[config.mk]
export PLATFORM = sky130hd
export DESIGN_NAME = exec_unit
export DESIGN_NICKNAME = d
export VERILOG_FILES = /design/src/core/exec_pkg.sv /design/src/core/exec_unit.sv
export VERILOG_INCLUDE_DIRS = /design/src /design/src/core
export SDC_FILE = /design/constraint.sdc
export NUM_CORES = 2
export LEC_CHECK = 0
export BUFFER_PORTS_ARGS = -buffer_cell sky130_fd_sc_hd__buf_2
export CORE_MARGIN = 2
export CORE_UTILIZATION = 60
export CTS_BUF_LIST = sky130_fd_sc_hd__clkbuf_4
export DETAILED_ROUTE_END_ITERATION = 10
export PLACE_DENSITY = 0.76
export SYNTH_ARGS = -nofsm -noshare
export SYNTH_HDL_FRONTEND = slang
export SYNTH_SLANG_ARGS = --single-unit
[constraint.sdc]
create_clock -name clk_i -period 14.6 [get_ports clk_i]
set_clock_uncertainty 0.2 [all_clocks]
set_input_delay 3.65 -clock clk_i [delete_from_list [all_inputs] [get_ports clk_i]]
set_output_delay 3.65 -clock clk_i [all_outputs]
set_load 0.01 [all_outputs]
[src/core/exec_defs.svh]
// Offsets, field positions and reset values for the execution unit.
// Assumes a 32-bit Avalon-MM slave with byte addresses, one word a register.
// Function
// - Shift right fills 0 at bit 7, bit 0 to carry, one cycle.
// - Rotate right through carry: old carry to bit 7, bit 0 out.
// - Shift left fills 0 at bit 0, bit 7 to carry, one cycle.
// - Rotate left through carry: old carry to bit 0, bit 7 out.
// - Nibble exchange of working register, one cycle, flags untouched.
// - AND/OR/XOR/NOT/NEG take one cycle, change only zero flag.
// - XOR into port register stores port xor A, no flag change.
// - Compare sets all four flags as a subtraction, stores nothing.
// - Bit clear or set of port or memory byte, one cycle, no flags.
// - Carry exchange drives output bit or samples input bit into carry.
// - Skip-if-equal compares as subtraction and skips on equality.
// - Skip-if-unequal compares likewise and skips on difference.
// - Bit tests skip on bit low or high, flags untouched.
// - Increment or decrement, store, all flags, skip on zero result.
// - Call pushes next address, jumps, stack index plus two, two cycles.
// - Jump loads target into program counter, two cycles.
// - Return drops stack index by two, pops counter; immediate loads A.
// - Interrupt return acts as return then enables interrupts globally.
// - Counter offset jump adds A to program counter, two cycles.
// - Global interrupt enable and disable, one cycle each.
// - Halt-all stops everything; halt-core keeps oscillators running.
// - Software reset resets chip; watchdog clear restarts its count.
// - Bit memory operations only reach data addresses 0 to 0x3F.
// - Carry means unsigned carry out on add, borrow on subtract.
`ifndef EXEC_DEFS_SVH
`define EXEC_DEFS_SVH

`define REG_CMD 8'h00
`define REG_OPND 8'h04
`define REG_ACC 8'h08
`define REG_FLAGS 8'h0c
`define REG_PC 8'h10
`define REG_STK 8'h14
`define REG_STATUS 8'h18
`define REG_CTRL 8'h1c
`define REG_PORT 8'h20
`define REG_DIR 8'h24
`define REG_MADDR 8'h28
`define REG_MDATA 8'h2c

`define CMD_OP_LSB 0
`define CMD_OP_MSB 5
`define CMD_BIT_LSB 8
`define CMD_BIT_MSB 10
`define CMD_ADDR_LSB 16
`define CMD_ADDR_MSB 23

`define FLAG_Z 0
`define FLAG_C 1
`define FLAG_H 2
`define FLAG_V 3

`define ST_GIE 1
`define ST_HALT_ALL 2
`define ST_HALT_CORE 3
`define ST_ERR 4
`define ST_SKIP 5

`define CTRL_WAKE 0
`define CTRL_ERR_CLR 1

`define BIT_MEM_TOP 8'h3f
`define RST_BYTE 8'h00
`define RST_FLAGS 4'h0

`endif

[src/core/exec_pkg.sv]
// Types shared by the execution unit: operation codes and sequencer states.
// Assumes exec_defs.svh supplies the register map.
package exec_pkg;

  typedef enum logic [5:0] {
    OP_NOP, OP_SHR_A, OP_SHR_M, OP_ROR_A, OP_ROR_M, OP_SHL_A, OP_SHL_M,
    OP_ROL_A, OP_ROL_M, OP_NIB_A, OP_AND_AI, OP_AND_AM, OP_AND_MA,
    OP_OR_AI, OP_OR_AM, OP_OR_MA, OP_XOR_AI, OP_XOR_AM, OP_XOR_MA,
    OP_XOR_IOA, OP_NOT_A, OP_NOT_M, OP_NEG_A, OP_NEG_M, OP_CMP_AM,
    OP_CMP_MA, OP_CLR_IO, OP_SET_IO, OP_CLR_M, OP_SET_M, OP_CX_IO,
    OP_CEQ_I, OP_CEQ_M, OP_CNE_I, OP_CNE_M, OP_TLO_IO, OP_THI_IO,
    OP_TLO_M, OP_THI_M, OP_INCZ_A, OP_DECZ_A, OP_INCZ_M, OP_DECZ_M,
    OP_CALL, OP_GOTO, OP_RET_I, OP_RET, OP_RETI, OP_PCADD, OP_GIE_ON,
    OP_GIE_OFF, OP_HALT_ALL, OP_HALT_CORE, OP_SOFT_RST, OP_WDT_CLR
  } op_e;

  typedef enum logic [2:0] {
    ST_IDLE = 3'b001,
    ST_EXEC = 3'b010,
    ST_SECOND = 3'b100
  } state_e;

endpackage : exec_pkg

[src/core/exec_unit.sv]
// Execution unit for shift, logic, bit, skip and system instructions.
// Assumes an Avalon-MM master that holds requests until waitrequest is low.
`timescale 1ns/100ps
`include "exec_defs.svh"

module exec_unit import exec_pkg::*; #(
  parameter int MEM_DEPTH = 128,
  parameter int PC_W = 12,
  parameter int PW = 8
) (
  input wire logic clk_i,
  input wire logic arst_n_i,
  input wire logic [7:0] avs_address_i,
  input wire logic avs_read_i,
  input wire logic avs_write_i,
  input wire logic [31:0] avs_writedata_i,
  output logic [31:0] avs_readdata_o,
  output logic avs_waitrequest_o,
  input wire logic [PW-1:0] port_a_pin_i,
  output logic [PW-1:0] port_a_out_o,
  output logic [PW-1:0] port_a_oe_n_o,
  output logic gie_o,
  output logic halt_all_o,
  output logic halt_core_o,
  output logic chip_reset_o,
  output logic wdt_clear_o
);

  localparam int MA_W = $clog2(MEM_DEPTH);

  logic [7:0] mem_r [MEM_DEPTH];
  state_e state_r;
  logic wait_r;
  logic [31:0] rdata_r;
  logic [31:0] cmd_r;
  logic [31:0] opnd_r;
  logic [7:0] acc_r;
  logic [3:0] flags_r;
  logic [PC_W-1:0] pc_r;
  logic [7:0] stk_r;
  logic gie_r, halt_all_r, halt_core_r, err_r, skip_r;
  logic rst_r, wdt_r;
  logic [7:0] maddr_r;
  logic [PW-1:0] port_r, oe_n_r;
  logic [PW-1:0] pin_s1_r, pin_s2_r, pin_s3_r, pin_r;

  op_e op;
  logic [2:0] bsel;
  logic [7:0] maddr, imm, mask, mem_op, usrc, bsrc, io_rd;
  logic [PC_W-1:0] target, ret_addr;
  logic mem_form, imm_form, bit_ok, wr_ok;
  logic [11:0] cmp_ab, cmp_ba, inc_u, dec_u;

  logic ex_res_we, ex_mem_we, ex_io_we, ex_two, ex_err, ex_skip;
  logic [7:0] ex_res, ex_mem_d, ex_io_d, ex_acc;
  logic ex_acc_we;
  logic [MA_W-1:0] ex_mem_a;
  logic [3:0] ex_flags;
  logic [PC_W-1:0] ex_pc;
  logic [7:0] ex_stk;

  // Flags {v,h,c,z} and result of a - b; carry is unsigned borrow
  function automatic logic [11:0] sub_f(input logic [7:0] a,
                                        input logic [7:0] b);
    logic [8:0] d;
    d = {1'b0, a} - {1'b0, b};
    return {(a[7] ^ b[7]) & (d[7] ^ a[7]), a[3:0] < b[3:0], d[8],
            d[7:0] == 8'h00, d[7:0]};
  endfunction : sub_f

  function automatic logic [11:0] inc_f(input logic [7:0] a);
    logic [7:0] d;
    d = a + 8'h01;
    return {a == 8'h7f, a[3:0] == 4'hf, a == 8'hff, d == 8'h00, d};
  endfunction : inc_f

  assign op = op_e'(cmd_r[`CMD_OP_MSB:`CMD_OP_LSB]);
  assign bsel = cmd_r[`CMD_BIT_MSB:`CMD_BIT_LSB];
  assign maddr = cmd_r[`CMD_ADDR_MSB:`CMD_ADDR_LSB];
  assign imm = opnd_r[7:0];
  assign target = opnd_r[PC_W-1:0];
  assign ret_addr = pc_r + PC_W'(1);
  assign mask = 8'h01 << bsel;
  assign mem_op = mem_r[maddr[MA_W-1:0]];
  assign bit_ok = maddr <= `BIT_MEM_TOP;
  assign io_rd = 8'((~oe_n_r & port_r) | (oe_n_r & pin_r));
  assign mem_form = op inside {OP_SHR_M, OP_ROR_M, OP_SHL_M, OP_ROL_M,
    OP_AND_MA, OP_OR_MA, OP_XOR_MA, OP_NOT_M, OP_NEG_M, OP_INCZ_M,
    OP_DECZ_M};
  assign imm_form = op inside {OP_AND_AI, OP_OR_AI, OP_XOR_AI, OP_CEQ_I,
    OP_CNE_I};
  assign usrc = mem_form ? mem_op : acc_r;
  assign bsrc = imm_form ? imm : mem_op;
  assign cmp_ab = sub_f(acc_r, bsrc);
  assign cmp_ba = sub_f(mem_op, acc_r);
  assign inc_u = inc_f(usrc);
  assign dec_u = sub_f(usrc, 8'h01);

  // Effects of the first execution cycle
  always_comb begin
    ex_res = usrc;
    ex_res_we = 1'b0;
    ex_mem_we = 1'b0;
    ex_mem_a = maddr[MA_W-1:0];
    ex_mem_d = mem_op;
    ex_io_we = 1'b0;
    ex_io_d = io_rd;
    ex_acc_we = 1'b0;
    ex_acc = acc_r;
    ex_flags = flags_r;
    ex_pc = ret_addr;
    ex_stk = stk_r;
    ex_two = 1'b0;
    ex_err = 1'b0;
    ex_skip = 1'b0;
    unique case (op)
      OP_SHR_A, OP_SHR_M: begin
        ex_res = {1'b0, usrc[7:1]};
        ex_flags[`FLAG_C] = usrc[0];
        ex_res_we = 1'b1;
      end
      OP_ROR_A, OP_ROR_M: begin
        ex_res = {flags_r[`FLAG_C], usrc[7:1]};
        ex_flags[`FLAG_C] = usrc[0];
        ex_res_we = 1'b1;
      end
      OP_SHL_A, OP_SHL_M: begin
        ex_res = {usrc[6:0], 1'b0};
        ex_flags[`FLAG_C] = usrc[7];
        ex_res_we = 1'b1;
      end
      OP_ROL_A, OP_ROL_M: begin
        ex_res = {usrc[6:0], flags_r[`FLAG_C]};
        ex_flags[`FLAG_C] = usrc[7];
        ex_res_we = 1'b1;
      end
      OP_NIB_A: begin
        ex_res = {acc_r[3:0], acc_r[7:4]};
        ex_res_we = 1'b1;
      end
      OP_AND_AI, OP_AND_AM, OP_AND_MA, OP_OR_AI, OP_OR_AM, OP_OR_MA,
      OP_XOR_AI, OP_XOR_AM, OP_XOR_MA, OP_NOT_A, OP_NOT_M, OP_NEG_A,
      OP_NEG_M: begin
        if (op inside {OP_AND_AI, OP_AND_AM, OP_AND_MA})
          ex_res = acc_r & bsrc;
        else if (op inside {OP_OR_AI, OP_OR_AM, OP_OR_MA})
          ex_res = acc_r | bsrc;
        else if (op inside {OP_XOR_AI, OP_XOR_AM, OP_XOR_MA})
          ex_res = acc_r ^ bsrc;
        else if (op inside {OP_NOT_A, OP_NOT_M})
          ex_res = ~usrc;
        else
          ex_res = 8'h00 - usrc;
        ex_flags[`FLAG_Z] = ex_res == 8'h00;
        ex_res_we = 1'b1;
      end
      OP_XOR_IOA: begin
        ex_io_d = io_rd ^ acc_r;
        ex_io_we = 1'b1;
      end
      OP_CMP_AM: ex_flags = cmp_ab[11:8];
      OP_CMP_MA: ex_flags = cmp_ba[11:8];
      OP_CLR_IO, OP_SET_IO: begin
        ex_io_d = (op == OP_SET_IO) ? (io_rd | mask) : (io_rd & ~mask);
        ex_io_we = 1'b1;
      end
      OP_CLR_M, OP_SET_M: begin
        ex_mem_d = (op == OP_SET_M) ? (mem_op | mask) : (mem_op & ~mask);
        ex_mem_we = bit_ok;
        ex_err = !bit_ok;
      end
      OP_CX_IO: begin
        if (!oe_n_r[bsel]) begin
          ex_io_d[bsel] = flags_r[`FLAG_C];
          ex_io_we = 1'b1;
        end else begin
          ex_flags[`FLAG_C] = pin_r[bsel];
        end
      end
      OP_CEQ_I, OP_CEQ_M, OP_CNE_I, OP_CNE_M: begin
        ex_flags = cmp_ab[11:8];
        ex_skip = (op inside {OP_CEQ_I, OP_CEQ_M}) ?
                  cmp_ab[`FLAG_Z+8] : !cmp_ab[`FLAG_Z+8];
      end
      OP_TLO_IO, OP_THI_IO: begin
        ex_skip = io_rd[bsel] == (op == OP_THI_IO);
      end
      OP_TLO_M, OP_THI_M: begin
        ex_skip = bit_ok && (mem_op[bsel] == (op == OP_THI_M));
        ex_err = !bit_ok;
      end
      OP_INCZ_A, OP_INCZ_M, OP_DECZ_A, OP_DECZ_M: begin
        if (op inside {OP_INCZ_A, OP_INCZ_M}) begin
          ex_res = inc_u[7:0];
          ex_flags = inc_u[11:8];
        end else begin
          ex_res = dec_u[7:0];
          ex_flags = dec_u[11:8];
        end
        ex_res_we = 1'b1;
        ex_skip = ex_res == 8'h00;
      end
      OP_CALL: begin
        ex_mem_a = stk_r[MA_W-1:0];
        ex_mem_d = ret_addr[7:0];
        ex_mem_we = 1'b1;
        ex_pc = pc_r;
        ex_two = 1'b1;
      end
      OP_GOTO: begin
        ex_pc = target;
        ex_two = 1'b1;
      end
      OP_RET_I, OP_RET, OP_RETI: begin
        ex_stk = stk_r - 8'h02;
        ex_pc = pc_r;
        ex_two = 1'b1;
        if (op == OP_RET_I) begin
          ex_acc = imm;
          ex_acc_we = 1'b1;
        end
      end
      OP_PCADD: begin
        ex_pc = pc_r + PC_W'(acc_r);
        ex_two = 1'b1;
      end
      OP_NOP, OP_GIE_ON, OP_GIE_OFF, OP_HALT_ALL, OP_HALT_CORE,
      OP_SOFT_RST, OP_WDT_CLR: ex_two = 1'b0;
      default: ex_err = 1'b1;
    endcase
    if (ex_res_we) begin
      if (mem_form) begin
        ex_mem_d = ex_res;
        ex_mem_we = 1'b1;
      end else begin
        ex_acc = ex_res;
        ex_acc_we = 1'b1;
      end
    end
    if (ex_skip) begin
      ex_pc = pc_r + PC_W'(2);
      ex_two = 1'b1;
    end
  end

  // Bus answers only while idle; everything stalls during execution
  always_ff @(posedge clk_i or negedge arst_n_i) begin
    if (!arst_n_i) begin
      wait_r <= 1'b1;
      rdata_r <= 32'h0000_0000;
    end else if (!wait_r) begin
      wait_r <= 1'b1;
    end else if ((avs_read_i || avs_write_i) && state_r == ST_IDLE) begin
      wait_r <= 1'b0;
      unique case (avs_address_i)
        `REG_CMD: rdata_r <= cmd_r;
        `REG_OPND: rdata_r <= opnd_r;
        `REG_ACC: rdata_r <= {24'h000000, acc_r};
        `REG_FLAGS: rdata_r <= {28'h0000000, flags_r};
        `REG_PC: rdata_r <= 32'(pc_r);
        `REG_STK: rdata_r <= {24'h000000, stk_r};
        `REG_STATUS: rdata_r <= {26'h0, skip_r, err_r, halt_core_r,
                                 halt_all_r, gie_r, 1'b0};
        `REG_PORT: rdata_r <= 32'(io_rd);
        `REG_DIR: rdata_r <= 32'(~oe_n_r);
        `REG_MADDR: rdata_r <= {24'h000000, maddr_r};
        `REG_MDATA: rdata_r <= {24'h000000, mem_r[maddr_r[MA_W-1:0]]};
        default: rdata_r <= 32'h0000_0000;
      endcase
    end
  end

  assign wr_ok = avs_write_i && !wait_r;

  always_ff @(posedge clk_i or negedge arst_n_i) begin
    if (!arst_n_i) begin
      state_r <= ST_IDLE;
    end else begin
      unique case (state_r)
        ST_IDLE: if (wr_ok && avs_address_i == `REG_CMD &&
                     !halt_all_r && !halt_core_r) state_r <= ST_EXEC;
        ST_EXEC: state_r <= ex_two ? ST_SECOND : ST_IDLE;
        ST_SECOND: state_r <= ST_IDLE;
      endcase
    end
  end

  always_ff @(posedge clk_i or negedge arst_n_i) begin
    if (!arst_n_i) begin
      cmd_r <= 32'h0000_0000;
      opnd_r <= 32'h0000_0000;
      maddr_r <= `RST_BYTE;
    end else if (wr_ok) begin
      if (avs_address_i == `REG_CMD) cmd_r <= avs_writedata_i;
      if (avs_address_i == `REG_OPND) opnd_r <= avs_writedata_i;
      if (avs_address_i == `REG_MADDR) maddr_r <= avs_writedata_i[7:0];
    end
  end

  // Architectural state, cleared again by the software reset pulse
  always_ff @(posedge clk_i or negedge arst_n_i) begin
    if (!arst_n_i) begin
      acc_r <= `RST_BYTE;
      flags_r <= `RST_FLAGS;
      pc_r <= '0;
      stk_r <= `RST_BYTE;
      skip_r <= 1'b0;
    end else if (rst_r) begin
      acc_r <= `RST_BYTE;
      flags_r <= `RST_FLAGS;
      pc_r <= '0;
      stk_r <= `RST_BYTE;
      skip_r <= 1'b0;
    end else if (state_r == ST_EXEC) begin
      if (ex_acc_we) acc_r <= ex_acc;
      flags_r <= ex_flags;
      pc_r <= ex_pc;
      stk_r <= ex_stk;
      skip_r <= ex_skip;
    end else if (state_r == ST_SECOND) begin
      if (op == OP_CALL) begin
        pc_r <= target;
        stk_r <= stk_r + 8'h02;
      end else if (op inside {OP_RET, OP_RET_I, OP_RETI}) begin
        pc_r <= PC_W'({mem_r[MA_W'(stk_r + 8'h01)], mem_r[stk_r[MA_W-1:0]]});
      end
    end else if (wr_ok) begin
      if (avs_address_i == `REG_ACC) acc_r <= avs_writedata_i[7:0];
      if (avs_address_i == `REG_FLAGS) flags_r <= avs_writedata_i[3:0];
      if (avs_address_i == `REG_PC) pc_r <= avs_writedata_i[PC_W-1:0];
      if (avs_address_i == `REG_STK) stk_r <= avs_writedata_i[7:0];
    end
  end

  // Data memory; stack and bit operations share it
  always_ff @(posedge clk_i) begin
    if (state_r == ST_EXEC && ex_mem_we)
      mem_r[ex_mem_a] <= ex_mem_d;
    else if (state_r == ST_SECOND && op == OP_CALL)
      mem_r[MA_W'(stk_r + 8'h01)] <= 8'(ret_addr >> 8);
    else if (wr_ok && avs_address_i == `REG_MDATA)
      mem_r[maddr_r[MA_W-1:0]] <= avs_writedata_i[7:0];
  end

  always_ff @(posedge clk_i or negedge arst_n_i) begin
    if (!arst_n_i) begin
      port_r <= '0;
      oe_n_r <= '1;
    end else if (rst_r) begin
      port_r <= '0;
      oe_n_r <= '1;
    end else if (state_r == ST_EXEC && ex_io_we) begin
      port_r <= PW'(ex_io_d);
    end else if (wr_ok) begin
      if (avs_address_i == `REG_PORT) port_r <= avs_writedata_i[PW-1:0];
      if (avs_address_i == `REG_DIR) oe_n_r <= ~avs_writedata_i[PW-1:0];
    end
  end

  // Pin level accepted once the second and third stages agree
  always_ff @(posedge clk_i or negedge arst_n_i) begin
    if (!arst_n_i) begin
      pin_s1_r <= '0;
      pin_s2_r <= '0;
      pin_s3_r <= '0;
      pin_r <= '0;
    end else begin
      pin_s1_r <= port_a_pin_i;
      pin_s2_r <= pin_s1_r;
      pin_s3_r <= pin_s2_r;
      pin_r <= (pin_s3_r & ~(pin_s2_r ^ pin_s3_r)) |
               (pin_r & (pin_s2_r ^ pin_s3_r));
    end
  end

  // System control; a halt is left only by a wake write
  always_ff @(posedge clk_i or negedge arst_n_i) begin
    if (!arst_n_i) begin
      gie_r <= 1'b0;
      halt_all_r <= 1'b0;
      halt_core_r <= 1'b0;
      err_r <= 1'b0;
      rst_r <= 1'b0;
      wdt_r <= 1'b0;
    end else begin
      rst_r <= state_r == ST_EXEC && op == OP_SOFT_RST;
      wdt_r <= state_r == ST_EXEC && op == OP_WDT_CLR;
      if (rst_r) begin
        gie_r <= 1'b0;
        halt_all_r <= 1'b0;
        halt_core_r <= 1'b0;
      end else if (state_r == ST_EXEC) begin
        if (op == OP_GIE_ON) gie_r <= 1'b1;
        if (op == OP_GIE_OFF) gie_r <= 1'b0;
        if (op == OP_HALT_ALL) halt_all_r <= 1'b1;
        if (op == OP_HALT_CORE) halt_core_r <= 1'b1;
      end else if (state_r == ST_SECOND && op == OP_RETI) begin
        gie_r <= 1'b1;
      end else if (wr_ok && avs_address_i == `REG_CTRL &&
                   avs_writedata_i[`CTRL_WAKE]) begin
        halt_all_r <= 1'b0;
        halt_core_r <= 1'b0;
      end
      if (state_r == ST_EXEC && ex_err)
        err_r <= 1'b1;
      else if (wr_ok && avs_address_i == `REG_CTRL &&
               avs_writedata_i[`CTRL_ERR_CLR])
        err_r <= 1'b0;
    end
  end

  assign avs_readdata_o = rdata_r;
  assign avs_waitrequest_o = wait_r;
  assign port_a_out_o = port_r;
  assign port_a_oe_n_o = oe_n_r;
  assign gie_o = gie_r;
  assign halt_all_o = halt_all_r;
  assign halt_core_o = halt_core_r;
  assign chip_reset_o = rst_r;
  assign wdt_clear_o = wdt_r;
endmodule : exec_unit

**Word level (Yosys, flattened, before mapping)**

Memory sizes are Yosys's and may differ from the RTL's.
Index checks and enable logic that the tools add are counted.

- Flip-flop bits (word level): 195
- Latch bits: 0
- RAM bits: 1,024
- Memory bits (read-only): 0
- Input port bits: 52
- Output and inout port bits: 54
- Word-level logic and storage cells: 381
- Memories: 1

- $add $sub $neg: 11
- $mul: 0
- Div/mod/pow operators: 0
- Magnitude comparators: 6
- Equal/unequal tests: 89
- Shift operators: 1
- Multiplexer cells: 126
- Bitwise operators: 29
- Reductions and logical operators: 93

Memories:

| memory | depth | bits a word | rd ports | clocked after Yosys merged registers in | wr ports | RTL line | RTL |
|---|---|---|---|---|---|---|---|
| mem_r | 128 | 8 | 4 | 0 | 1 | exec_unit.sv:31 | `logic [7:0] mem_r [MEM_DEPTH];` |

Operator list:

| cell | number |
|---|---|
| $pmux 32 s11 | 1 |
| $mux 8 | 41 |
| $eq 6x6->1 const B | 23 |
| $eq 6x5->1 const B | 16 |
| $mux 12 | 8 |
| $and 8x8->8 | 7 |
| $logic_not 8->1 | 7 |
| $pmux 8 s7 | 1 |
| $reduce_or 51->1 | 1 |
| $eq 6x4->1 const B | 8 |
| $mux 1 | 47 |
| $not 8->8 | 5 |
| $or 8x8->8 | 5 |
| $pmux 12 s3 | 1 |
| $reduce_bool 3->1 | 11 |
| $eq 8x5->1 const B | 4 |
| $eq 8x6->1 const B | 4 |
| $not 8->32 | 1 |
| $reduce_or 26->1 | 1 |
| $eq 6x3->1 const B | 4 |
| $mux 4 | 6 |
| $pmux 8 s3 | 1 |
| $reduce_or 4->1 | 6 |
| $xor 8x8->8 | 3 |
| other kinds (68) | 143 |

**Longest topological paths before layout**

- Word-level depth: 15
- Mapped depth: 27
- Mapped depth without buffers: 24

**Least setup slack after synthesis**

No wires, ideal clock.

- Kind: in2reg
- Start point: input port avs_address_i[4]
- End point: memory mem_r[0][5], data pin
- Library setup time: 1,224 ps
- Arrival time: 9,553 ps
- Data required time: 13,176 ps
- Setup slack: 3,622 ps
- Cell stages on the path: 6
- Buffers on the path: 0
- Path through: nor3_1 nand2_1 nor2_1 nand3_1 nand2_1 o31ai_1

- Longest elaborated chain between the ends: 8

RTL lines:

| item | RTL line | RTL |
|---|---|---|
| start: declaration | exec_unit.sv:13 | `input wire logic [7:0] avs_address_i,` |
| $eq 8x6->1 | - |  |
| $logic_and 1x1->1 (no line) | - |  |
| $mux 1 | exec_unit.sv:341 | `` else if (wr_ok && avs_address_i == `REG_MDATA) `` |
| $mux 1 | exec_unit.sv:339 | `else if (state_r == ST_SECOND && op == OP_CALL)` |
| $mux 1 | exec_unit.sv:337 | `if (state_r == ST_EXEC && ex_mem_we)` |
| $mux 1 (not written as such) | exec_unit.sv:342 | `mem_r[maddr_r[MA_W-1:0]] <= avs_writedata_i[7:0];` |
| $reduce_or 8->1 (no line) | - |  |
| $mux 8 (no line) | - |  |
| end: declaration | exec_unit.sv:31 |  |

No other way between the ends.

**Final worst setup path**

- Start point: register cmd_r[16]
- End point: memory mem_r[109][5], data pin

- Longest elaborated chain between the ends: 13
- Elaborated cells on any way between the ends: 37
- Classes of those cells: 3 x add/sub; 1 x order compare; 23 x mux; 6 x bitwise; 3 x reduce/logical; 1 x memory

RTL lines:

| item | RTL line | RTL |
|---|---|---|
| start: declaration | exec_unit.sv:35 | `logic [31:0] cmd_r;` |
| start signal: assignment | exec_unit.sv:294 | `` if (avs_address_i == `REG_CMD) cmd_r <= avs_writedata_i; `` |
| $mem_v2 128x8 | - |  |
| $mux 8 | exec_unit.sv:92 | `assign usrc = mem_form ? mem_op : acc_r;` |
| $sub 1x8->8 or $not 8->8 (tied branches) | exec_unit.sv:153, exec_unit.sv:151 |  |
| $mux 8 | exec_unit.sv:150 | `else if (op inside {OP_NOT_A, OP_NOT_M})` |
| $mux 8 | exec_unit.sv:148 | `else if (op inside {OP_XOR_AI, OP_XOR_AM, OP_XOR_MA})` |
| $mux 8 | exec_unit.sv:146 | `else if (op inside {OP_OR_AI, OP_OR_AM, OP_OR_MA})` |
| $mux 8 | exec_unit.sv:144 | `if (op inside {OP_AND_AI, OP_AND_AM, OP_AND_MA})` |
| $mux 8 | exec_unit.sv:116 | `unique case (op)` |
| $pmux 8 s7 | exec_unit.sv:116 |  |
| $mux 8 | exec_unit.sv:232 | `if (mem_form) begin` |
| $mux 8 | exec_unit.sv:231 | `if (ex_res_we) begin` |
| $mux 8 (no line) | - |  |
| $mux 8 (no line) (*) | - |  |

Mark *: on every way between the ends. The rest lies on a longest branch, timed or not. The select of a mux whose other input is x is not followed.

==> flow_metrics.env <==
export IMPL_outcome="complete, no violations"
export IMPL_reg2reg_setup_slack_ps=5440
export IMPL_io_pins=106
export IMPL_clock_sinks=1219
export IMPL_start_kind="flip-flop"
export IMPL_startpoint="cmd_r[16]"
export IMPL_synth_mux_area_frac=0.349
export IMPL_antenna_left=0
export IMPL_ctsResizeCount=0
export IMPL_grt_util_all_layers=0.440
export IMPL_whs_endpoint="pin_s2_r[0]"
export IMPL_tns_ps=0
export IMPL_hp_start="pin_s1_r[0]"
export IMPL_htree_num_levels=5
export IMPL_synth_top_family_by_area="multiplexers"
export IMPL_clk_pin_slew_ps=60
export IMPL_synth_edff_count=1024
export IMPL_clock_path_buffers=4
export IMPL_synth_ff_type="edfxtp_1"
export IMPL_drc_errors=0
export IMPL_start_util=0.604
export IMPL_r2r_end="mem_r[109][5]"
export IMPL_wl_per_cell_um=40.1
export IMPL_grt_max_degree=132
export IMPL_dieArea_um2=127000
export IMPL_area_growth_pct=8.13
export IMPL_synth_seq_cells=1219
export IMPL_synthCells=4914
export IMPL_drive_gt1_frac=0.353
export IMPL_gp_congestion=1.06
export IMPL_synthArstFlopShare=0.160
export IMPL_rr_worst_depth=20
export IMPL_die_w_um=356
export IMPL_drtPass1Iterations=10
export IMPL_multi_input_area_um2=37100
export IMPL_tightest_slew_ps=1390
export IMPL_cts_buffers=331
export IMPL_cp_arrival_ps=9860
export IMPL_fmax_mhz=109
export IMPL_hold_path_depth=0
export IMPL_ir_drop_mv=0.210
export IMPL_final_cells=6938
export IMPL_period_share=0.628
export IMPL_synthSimpleGateAreaFrac=0.0530
export IMPL_grt_pass1_vias=53300
export IMPL_placementRows=129
export IMPL_worstSetupPathType="reg -> reg"
export IMPL_ctsHoldBuffers=0
export IMPL_cap_violations=0
export IMPL_seqCellArea_um2=35700
export IMPL_synth_area_um2=74600
export IMPL_crit_fanout=73
export IMPL_coreArea_um2=123000
export IMPL_setup_violations=0
export IMPL_hold_viol=0
export IMPL_antenna_found_initial=19
export IMPL_yosysWarnings=0
export IMPL_whs_ps=148
export IMPL_r2r_start="cmd_r[16]"
export IMPL_synth_compound_area_frac=0.0752
export IMPL_via_count=55800
export IMPL_post_cts_buffers=0
export IMPL_nets=5163
export IMPL_fin_crit_ps=9160
export IMPL_io_buffers=105
export IMPL_worstSetupEndpointType="flip-flop"
export IMPL_avgSynthCellArea_um2=15.2
export IMPL_grt_pass1_wl_um=394000
export IMPL_hold_path_class="reg -> reg"
export IMPL_syn_nets=5019
export IMPL_die_height_um=356
export IMPL_synth_distinct_cells=91
export IMPL_grt_overflow=0
export IMPL_drv_slew=0
export IMPL_synth_xor_area_share=0.00740
export IMPL_slew_headroom=0.0703
export IMPL_dp_hpwl_um=188000
export IMPL_placed_cells=6362
export IMPL_leakage_nw=25.9
export IMPL_tritoncts="done"
export IMPL_synthAdderAreaFrac=0.0102
export IMPL_drt_wl_total_um=278000
export IMPL_seq_area_frac_synth=0.478
export IMPL_insertion_delay_ps=1290
export IMPL_required_ps=15300
export IMPL_nFillCells=8609
export IMPL_rsz0062_at_grt="false"
export IMPL_dr_first_iter_drc_count=10400
export IMPL_power_density_nw_per_um2=162
export IMPL_via_per_inst=8.04
export IMPL_root_buffer="clkbuf_4"
[where the power goes]
group / internal, mW / total, mW / switching, mW / leakage [nW]
combinational: 2.40 / 5.81 / 3.41 / 11.8
sequential: 4.01 / 4.27 / 0.261 / 11.7
clock: 1.53 / 3.00 / 1.47 / 2.39
[worst max path at each step]
stage                     to  slack [ps]
2_1_floorplan    mem_r[0][5]        3620
3_3_place_gp    mem_r[35][4]        5510
3_5_place_dp     mem_r[4][3]        5390
4_1_cts         mem_r[99][5]        5830
5_1_grt         mem_r[99][5]        5150
6_report       mem_r[109][5]        5440
[sequential cells by signal, indices dropped and copies added, names as in the netlist, 12 cells and up, named ones only]
| name | flops |
|---|---|
| avs_readdata_o | 32 |
| opnd_r | 32 |
| mem_r | 1024 |
| cmd_r | 32 |
| pc_r | 12 |
[cells by family (layout without fill, tap and decap cells)]
family                   count (synthesis)  count (layout)
AND/OR/NAND/NOR                        880             880
buffers and inverters                  467             838
XOR/XNOR                                63              63
AO/OA/AOI/OAI                          814             814
other                                    0              16
adder cells (fa/ha/maj)                 61              61
flip-flops                            1219            1219
multiplexers                          1410            1410
[synth_stat cells, types with 22 or more instances]
cell type	count	area share
dfrtp_1	185	0.062
mux2_2	91	0.014
a22oi_1	196	0.020
a221oi_1	40	0.0047
o21ai_0	95	0.0064
ha_1	51	0.0086
nor3_1	30	0.0020
nand2_1	236	0.012
edfxtp_1	1024	0.41
a211oi_1	32	0.0032
nand3_1	108	0.0073
xor2_1	29	0.0034
xnor2_1	34	0.0040
nand2b_1	23	0.0019
buf_2	22	0.0015
clkbuf_1	257	0.013
inv_1	35	0.0018
a21oi_1	207	0.014
nand4_1	22	0.0018
a31oi_1	37	0.0031
o211ai_1	26	0.0026
mux4_2	940	0.28
mux2i_1	379	0.051
buf_1	99	0.0050
nor2_1	343	0.017
nor2b_1	23	0.0019
buf_4	25	0.0025
[stage by stage]
| step | power [mW] | setup slack (ps) | util | instance area (um^2) |
|---|---|---|---|---|
| 2_1_floorplan | 7.85 | 3620 | - | 74600 |
| 3_3_place_gp | 9.79 | 5510 | 0.620 | 76600 |
| 3_5_place_dp | 9.81 | 5390 | 0.620 | 76600 |
| 4_1_cts | 12.8 | 5830 | 0.653 | 80600 |
| 5_1_grt | 13.3 | 5150 | 0.653 | 80600 |
| 6_report | 13.1 | 5440 | 0.653 | 80600 |
[area by class of cell]
cell class / instances / share of cell area
Multi-Input combinational cell: 3228 / 0.460
Sequential cell: 1219 / 0.443
Clock buffer: 457 / 0.0426
Tap cell: 1637 / 0.0254
Timing Repair Buffer: 239 / 0.0199
Clock inverter: 103 / 0.00677
Inverter: 39 / 0.00188
Antenna cell: 16 / 0.000497
[critical path: stages (launching register included)]
cell and delay (ps):
dfrtp_4 920, buf_4 690, buf_12 490, mux2i_1 170, a22oi_1 260, a21oi_1 230, nor4_2 1030, o22ai_1 250
a211oi_2 260, buf_4 210, mux2i_1 140, ha_1 420, inv_1 80, a221oi_1 240, o21ai_0 110, o2bb2a_1 360
o221ai_1 420, a21oi_1 210, o31ai_4 200, buf_4 830, buf_4 800
[cell usage in the layout, fill, tap and decap left out, types with 13 or more instances in the layout]
| cell | instances |
|---|---|
| nor4_1 | 14 |
| buf_2 | 105 |
| nand2b_1 | 23 |
| a21oi_1 | 207 |
| diode_2 | 16 |
| clkbuf_4 | 457 |
| xnor2_1 | 33 |
| nand4_1 | 22 |
| o32ai_1 | 13 |
| mux2i_1 | 379 |
| o211ai_1 | 26 |
| mux2_2 | 91 |
| nand2_1 | 235 |
| a22oi_1 | 196 |
| a221oi_1 | 40 |
| edfxtp_1 | 1024 |
| buf_4 | 128 |
| nor2b_1 | 19 |
| nor3_1 | 29 |
| mux4_2 | 940 |
| nand3_1 | 102 |
| a211oi_1 | 32 |
| dfrtp_1 | 174 |
| clkinv_2 | 22 |
| clkinv_1 | 71 |
| ha_1 | 50 |
| nor2_1 | 338 |
| a31oi_1 | 37 |
| and3_1 | 15 |
| o22ai_1 | 19 |
| o21ai_0 | 92 |
| xor2_1 | 27 |
| and2_1 | 14 |
| inv_1 | 34 |
| a21o_1 | 15 |
[per-layer routing]
layer,part of all wire,vias to the layer above,wire length (um),global-route usage
li1,-,21100,-,-
met1,0.32,27500,88000,0.560
met2,0.42,5900,117000,0.610
met3,0.18,1298,48800,0.196
met4,0.086,22,24000,0.297
met5,0.0011,-,314,0.0100
Note: power is estimated with default switching activity, not from simulation.
